[src/common/csar_pkg.sv]
`default_nettype none
// ==========================================
// constants and carriers of the status bank
package csar_pkg;
    // register offsets on the serial management port
    localparam logic [7:0] OFS_EQ_SECS = 8'h33;
    localparam logic [7:0] OFS_PHASE   = 8'h34;
    localparam logic [7:0] OFS_LOOP    = 8'h35;
    localparam logic [7:0] OFS_ALERTS  = 8'h36;
    // reset value and equalization timer ceiling
    localparam logic [15:0] RST_WORD  = 16'h0000;
    localparam logic [15:0] EQ_MAX    = 16'hFFFF;
    // implemented alert bits; bit 14 does not exist
    localparam logic [15:0] ALERT_IMPL = 16'hBFFF;
    // alert bit positions
    localparam int BIT_MEAS_VALID = 15;
    localparam int BIT_CHG_LO     = 13;
    localparam int BIT_CHG_HI     = 12;
    // phase word bit positions
    localparam int PB_EQUALIZE = 10;
    localparam int PB_ABSORB   = 9;
    localparam int PB_SUSPEND  = 8;
    localparam int PB_PRECOND  = 7;
    localparam int PB_MAIN     = 6;
    localparam int PB_NTC      = 5;
    localparam int PB_TMR_TERM = 4;
    localparam int PB_TAPER    = 3;
    localparam int PB_MAXTIME  = 2;
    localparam int PB_MISSING  = 1;
    localparam int PB_SHORTED  = 0;
    // loop word bit positions
    localparam int LB_UVCL  = 3;
    localparam int LB_IIN   = 2;
    localparam int LB_ICHG  = 1;
    localparam int LB_VBAT  = 0;
    // one second of equalization in clock cycles
    localparam int unsigned CLK_PERIOD_NS = 5;
    localparam int unsigned SECOND_NS     = 1_000_000_000;
    localparam int unsigned SEC_CYCLES    = SECOND_NS / CLK_PERIOD_NS;

    // charger phase reported by the charging algorithm
    typedef enum logic [3:0] {
        PH_NONE, PH_EQUALIZE, PH_ABSORB, PH_SUSPEND, PH_PRECOND, PH_MAIN_REG,
        PH_NTC_PAUSE, PH_TMR_TERM, PH_TAPER_TERM, PH_MAXTIME_FLT, PH_MISSING_FLT,
        PH_SHORTED_FLT
    } csar_phase_t;

    // power loop currently in control
    typedef enum logic [2:0] {
        LP_NONE, LP_UVCL, LP_IIN, LP_ICHG, LP_VBAT
    } csar_loop_t;

    // one register access from the serial port engine
    typedef struct packed {
        logic        wr;
        logic        rd;
        logic [7:0]  addr;
        logic [15:0] wdata;
    } csar_req_t;

    // register read answer
    typedef struct packed {
        logic        valid;
        logic [15:0] data;
    } csar_rsp_t;
endpackage
`default_nettype wire

[src/logic/csar_regs.sv]
`default_nettype none
// How it works
// - equalization seconds counted in a 16-bit counter
// - phase word one-hot, bits 15:11 zero
// - bits 10..6: equalize, absorb, suspend, precondition, main
// - bits 5..3: thermistor pause, timer, taper termination
// - bits 2..0: max-time, missing, shorted battery faults
// - loop word one-hot, only while charging
// - loop bits 3,2: undervoltage, input current limit
// - loop bits 1,0: charge current, battery voltage
// - alert bit sets only while enabled
// - writing zero clears exactly that alert bit
// - alert held until cleared or disabled
// - bit 15 on measurement results valid
// - bits 13,12 on charge counter low, high
// - bits 11..4 voltage and current limit alerts
// - bits 3..0 die, resistance, thermistor alerts
module csar_regs #(
    parameter int unsigned SEC_CYCLES = csar_pkg::SEC_CYCLES
) (
    input  wire logic                 mclk_i,
    input  wire logic                 nrst_i,
    input  wire csar_pkg::csar_req_t  reg_req_i,
    input  wire csar_pkg::csar_phase_t phase_i,
    input  wire csar_pkg::csar_loop_t loop_i,
    input  wire logic [15:0]          limit_event_i,
    input  wire logic [15:0]          limit_alert_en_i,
    output var  csar_pkg::csar_rsp_t  reg_rsp_o
);
    // ==========================================
    // state
    typedef struct packed {
        logic [27:0] sec_cnt;
        logic [15:0] eq_secs;
        logic [15:0] phase_oh;
        logic [15:0] loop_oh;
        logic [15:0] alerts;
        csar_pkg::csar_rsp_t rsp;
    } csar_state_t;

    csar_state_t st;
    csar_state_t next_st;

    // ==========================================
    // helpers
    // phase code to one-hot word; the enum makes two bits at once impossible
    function automatic logic [15:0] phase_word(input csar_pkg::csar_phase_t ph);
        logic [15:0] w;
        w = csar_pkg::RST_WORD;
        unique case (ph)
            csar_pkg::PH_NONE:        w = csar_pkg::RST_WORD;
            csar_pkg::PH_EQUALIZE:    w[csar_pkg::PB_EQUALIZE] = 1'b1;
            csar_pkg::PH_ABSORB:      w[csar_pkg::PB_ABSORB] = 1'b1;
            csar_pkg::PH_SUSPEND:     w[csar_pkg::PB_SUSPEND] = 1'b1;
            csar_pkg::PH_PRECOND:     w[csar_pkg::PB_PRECOND] = 1'b1;
            csar_pkg::PH_MAIN_REG:    w[csar_pkg::PB_MAIN] = 1'b1;
            csar_pkg::PH_NTC_PAUSE:   w[csar_pkg::PB_NTC] = 1'b1;
            csar_pkg::PH_TMR_TERM:    w[csar_pkg::PB_TMR_TERM] = 1'b1;
            csar_pkg::PH_TAPER_TERM:  w[csar_pkg::PB_TAPER] = 1'b1;
            csar_pkg::PH_MAXTIME_FLT: w[csar_pkg::PB_MAXTIME] = 1'b1;
            csar_pkg::PH_MISSING_FLT: w[csar_pkg::PB_MISSING] = 1'b1;
            csar_pkg::PH_SHORTED_FLT: w[csar_pkg::PB_SHORTED] = 1'b1;
            default:                  w = csar_pkg::RST_WORD;
        endcase
        return w;
    endfunction

    // charging phases are the ones in which a loop may govern power
    function automatic logic is_charging(input csar_pkg::csar_phase_t ph);
        return (ph == csar_pkg::PH_EQUALIZE) || (ph == csar_pkg::PH_ABSORB) ||
               (ph == csar_pkg::PH_PRECOND) || (ph == csar_pkg::PH_MAIN_REG);
    endfunction

    function automatic logic [15:0] loop_word(input csar_pkg::csar_loop_t lp);
        logic [15:0] w;
        w = csar_pkg::RST_WORD;
        unique case (lp)
            csar_pkg::LP_NONE: w = csar_pkg::RST_WORD;
            csar_pkg::LP_UVCL: w[csar_pkg::LB_UVCL] = 1'b1;
            csar_pkg::LP_IIN:  w[csar_pkg::LB_IIN] = 1'b1;
            csar_pkg::LP_ICHG: w[csar_pkg::LB_ICHG] = 1'b1;
            csar_pkg::LP_VBAT: w[csar_pkg::LB_VBAT] = 1'b1;
            default:           w = csar_pkg::RST_WORD;
        endcase
        return w;
    endfunction

    localparam logic [27:0] SEC_LAST = 28'(SEC_CYCLES - 1);

    logic wr_alerts;
    logic entering_eq;
    logic [15:0] set_mask;
    logic [15:0] keep_mask;

    assign wr_alerts   = reg_req_i.wr && (reg_req_i.addr == csar_pkg::OFS_ALERTS);
    assign entering_eq = (phase_i == csar_pkg::PH_EQUALIZE) && !st.phase_oh[csar_pkg::PB_EQUALIZE];
    // only enabled, existing bits can be raised
    assign set_mask  = limit_event_i & limit_alert_en_i
                       & csar_pkg::ALERT_IMPL;
    // a written zero drops a bit, a disabled bit drops as well
    assign keep_mask = (wr_alerts ? reg_req_i.wdata : 16'hFFFF) & limit_alert_en_i;

    // ==========================================
    // next state
    always_comb begin
        next_st = st;
        next_st.phase_oh = phase_word(phase_i);
        // loop word masked outside charging phases
        next_st.loop_oh = is_charging(phase_i) ? loop_word(loop_i) : csar_pkg::RST_WORD;
        // set wins over a clear in the same cycle
        next_st.alerts = ((st.alerts & keep_mask) | set_mask) & csar_pkg::ALERT_IMPL;
        // equalization timer restarts on entry, holds its value after exit
        if (entering_eq) begin
            next_st.sec_cnt = '0;
            next_st.eq_secs = csar_pkg::RST_WORD;
        end else if (phase_i == csar_pkg::PH_EQUALIZE) begin
            if (st.sec_cnt == SEC_LAST) begin
                next_st.sec_cnt = '0;
                // saturate rather than wrap so long runs never read short
                if (st.eq_secs != csar_pkg::EQ_MAX) begin
                    next_st.eq_secs = st.eq_secs + 16'h0001;
                end
            end else begin
                next_st.sec_cnt = st.sec_cnt + 28'h000_0001;
            end
        end
        // read answer one cycle after the request; writes elsewhere do nothing
        next_st.rsp.valid = reg_req_i.rd;
        next_st.rsp.data  = csar_pkg::RST_WORD;
        if (reg_req_i.rd) begin
            unique case (reg_req_i.addr)
                csar_pkg::OFS_EQ_SECS: next_st.rsp.data = st.eq_secs;
                csar_pkg::OFS_PHASE:   next_st.rsp.data = st.phase_oh;
                csar_pkg::OFS_LOOP:    next_st.rsp.data = st.loop_oh;
                csar_pkg::OFS_ALERTS:  next_st.rsp.data = st.alerts;
                default:               next_st.rsp.data = csar_pkg::RST_WORD;
            endcase
        end
    end

    // state register; everything zero until its condition occurs
    always_ff @(posedge mclk_i or negedge nrst_i) begin
        if (!nrst_i) begin
            st <= '0;
        end else begin
            st <= next_st;
        end
    end

    assign reg_rsp_o = st.rsp;
endmodule
`default_nettype wire

[config.mk]
export PLATFORM = sky130hd
export DESIGN_NAME = csar_regs
export DESIGN_NICKNAME = d
export VERILOG_FILES = /design/src/common/csar_pkg.sv /design/src/logic/csar_regs.sv
export SDC_FILE = /design/constraint.sdc
export NUM_CORES = 1
export LEC_CHECK = 0
export ABC_CLOCK_PERIOD_IN_PS = 6350
export BUFFER_PORTS_ARGS = -buffer_cell sky130_fd_sc_hd__buf_4
export CORE_UTILIZATION = 60
export DETAILED_ROUTE_END_ITERATION = 8
export PLACE_DENSITY = 0.85
export SLEW_MARGIN = 20
export SYNTH_ARGS = -nofsm -noshare
export SYNTH_HDL_FRONTEND = slang
export SYNTH_SLANG_ARGS = --single-unit
export TNS_END_PERCENT = 20
[constraint.sdc]
create_clock -name mclk_i -period 6.35 [get_ports mclk_i]
set_input_delay 0.3175 -clock mclk_i [delete_from_list [all_inputs] [get_ports mclk_i]]
set_output_delay 0.3175 -clock mclk_i [all_outputs]
set_load 0.005 [all_outputs]
==> results_dict.tcl <==
set metrics [dict create \
    status "finished, final reports clean" \
    commonest_cells_after_routing_fill_and_taps_aside "91 x dfrtp_1, 84 x buf_4, 49 x nor2_1" \
    layout.cell_area.non_filler_sq_um 5330 \
    grt_antenna_before_repair 0 \
    worstHoldStart "reg_req_i[24]" \
    mappedNetlistNets 520 \
    hpwlAfterDp_microns 7170 \
    p_leak_nw 2.24 \
    max-cap-violations 0 \
    final_min_period_over_clock_period_pct 40.3 \
    layout-area-overhead-vs-synth_pct 16.7 \
    period_needed_ps 2560 \
    setup-tns-final_ps 0 \
    finalWorstSetupSlack_ps 3790 \
    global_route.overflow_total 0 \
    initial_core_util_pct 62.6 \
    drtPass1Iterations 7 \
    number_of_buffers_inserted_during_clock_tree_synthesis 9 \
    final-hold-violation-count 0 \
    multi_input_area_sq_um 2040 \
    routed-via-count 3774 \
    grt_max_degree 69 \
    layout.filler_cells 548 \
    rsz0062_at_grt "false" \
    end_kind "register" \
    synth.yosys.warnings 0 \
    die_w_microns 89.2 \
    synth-seq-area-share_pct 49.9 \
    syn_area_per_cell_sq_um 10.1 \
    cts.clk_slew.worst_paths_ps 90 \
    timing.final.max_slew_violations 0 \
    detail_route.iter0.violations 351 \
    worst_slack_placed_ps 3760 \
    totalWireLength_microns 10200 \
    grt_pass1_wl_microns 16500 \
    cp-endpoint "st[77]" \
    boundaryPins 84 \
    synth_enable_flop_cells 0 \
    tritoncts_num_sinks 91 \
    timing.final.setup_violations 0 \
    synthesis.area_sq_um 4560 \
    library_cell_used_as_clock_root_buffer "clkbuf_8" \
    post_synth_num_cell_types 61 \
    layout_commonest_cell "dfrtp_1" \
    cts_resized 0 \
    gr-usage-all-layers_pct 27.6 \
    timing.max_slew.rel_slack_pct 45.8 \
    pwr_total_mw 1.16 \
    antenna_violating_nets_post_route 0 \
    ir_worst_vdd_mv 0.132 \
    post_dp_cell_area_sq_um 5090 \
    place.gp.congestion 0.850 \
    worst_skew_pair.late_latency_ps 360 \
    antenna-diode-count 0 \
    layout.nets 577 \
    hp-class "in -> reg" \
    finalClockSkew_ps 6.27 \
    port_buffers 80 \
    tritoncts "built" \
    fmaxAchievable_mhz 390 \
    post_cts.repair.setup_buffers 0 \
    layout_cell_share_with_drive_strength_beyond_1_pct 23.0 \
    r2r_end "st[77]" \
    ys_ff_latch 91 \
    reg2reg_slack_ps 3790 \
    avgRoutedWirePerCell_microns 16.7 \
    crit-reg2reg-launch "st[81]" \
    ff_latch_area_sq_um 2280 \
    timing.critical_path.required_ps 6590 \
    worst_ep_arrival_time_ps 2800 \
    synth_ff_type "dfrtp_1" \
    cp_class "reg -> reg" \
    via_density_per_instance 6.17 \
    drc 0 \
    worst-slew-pin-transition_ps 813 \
    rows 31 \
    power-per-cell-area_nw_per_um2 217 \
    htreeDepth 3 \
    core-area_sq_um 7290 \
    die_area_sq_um 7960 \
    worst_r2r_path_depth 5 \
    crit_start "st[81]" \
    fp.dieH_microns 89.2 \
    grt_pass1_vias 3472 \
    ctsLongestPathBuffers 2 \
    synthArstFlopShare_pct 100 \
    synthesis.instances 451 \
    critPathLaunchType "register" \
    worstPathMaxFanout 11 \
]
[metrics by stage]
stage / hold WS, ps / util, % / cells
floorplan: 21.9 / - / 451
global placement: 227 / 69.9 / 595
detailed placement: 238 / 69.9 / 595
CTS: 84.4 / 73.0 / 612
global route: 83.6 / 73.0 / 612
finish: 98.7 / 73.0 / 612
[critical path: stages, from the launching register on]
cell and delay (ps):
dfrtp_1 400, ha_1 250, nand4_1 160, or4_1 700
or3_1 610, o311ai_0 340
[cell type report]
| class | count | area share [%] |
|---|---|---|
| clock buffer | 10 | 2.40 |
| clock inverter | 6 | 1.69 |
| inverter | 7 | 0.493 |
| multi-input combinational | 314 | 38.3 |
| sequential | 91 | 42.8 |
| tap | 99 | 2.33 |
| timing repair buffer | 85 | 12.0 |
[where the power goes]
group	switching [mW]	internal [mW]
Combinational	0.0479	0.0561
Clock	0.205	0.223
Sequential	0.0251	0.601
[sequential cells by signal (all words and copies together), names as in the netlist]
signal     count
st            74
reg_rsp_o     17
[synthesized netlist by cell type, types with 3 or more instances]
library cell	number	area [sq um]
buf_2	4	20.0
o31ai_1	10	75.1
nor2b_1	5	31.3
nand2_1	29	109
clkbuf_1	15	56.3
and4_1	6	52.6
nand4_1	13	81.3
and3_1	7	43.8
buf_4	17	128
xor2_1	4	35.0
o21ai_0	7	35.0
a21oi_1	3	15.0
nor3_1	10	50.1
and2_1	4	25.0
nor2_1	49	184
a222oi_1	9	90.1
nor2_2	3	18.8
dfrtp_1	91	2280
a22o_1	4	35.0
a22oi_1	7	52.6
nor4_1	11	68.8
nand3_1	26	130
o311ai_0	9	78.8
nor3_2	3	30.0
nor4b_1	3	26.3
o21a_1	30	225
nor4_2	3	37.5
or3_1	3	18.8
xnor2_1	19	166
inv_1	6	22.5
nand2b_1	5	31.3
[what timing repair did]
action / 4_1_cts / 5_1_grt
hold endpoints to repair: 23 / 0
hold buffers: 1 / 0
setup endpoints to repair: 0 / 0
[cell families (layout without fill, tap and decap cells)]
kind of cell	Yosys count	in the layout	synth area share, %
adder cells (fa/ha/maj)	2	2	0.548
AO/OA/AOI/OAI	97	97	16.5
buffers and inverters	46	108	5.62
flip-flops	91	91	49.9
XOR/XNOR	23	23	4.41
AND/OR/NAND/NOR	192	192	23.0
[layer usage]
metal | global-route usage (%) | part of all wire (%) | vias to the layer above
li1 | - | - | 1771
met1 | 37.6 | 43 | 1834
met2 | 44.1 | 50 | 154
met3 | 6.74 | 6.2 | 15
met4 | 8.66 | 1.3 | 0
met5 | 0 | 0 | -
[worst min path at each step]
| stage | end | cells past startpoint |
|---|---|---|
| finish | reg_rsp_o[16] | 1 |
| global placement | st[104] | 1 |
| global route | reg_rsp_o[16] | 1 |
| detailed placement | st[104] | 1 |
| CTS | reg_rsp_o[16] | 1 |
| floorplan | reg_rsp_o[0] | 0 |
Note: power is estimated with default switching activity, not from simulation.
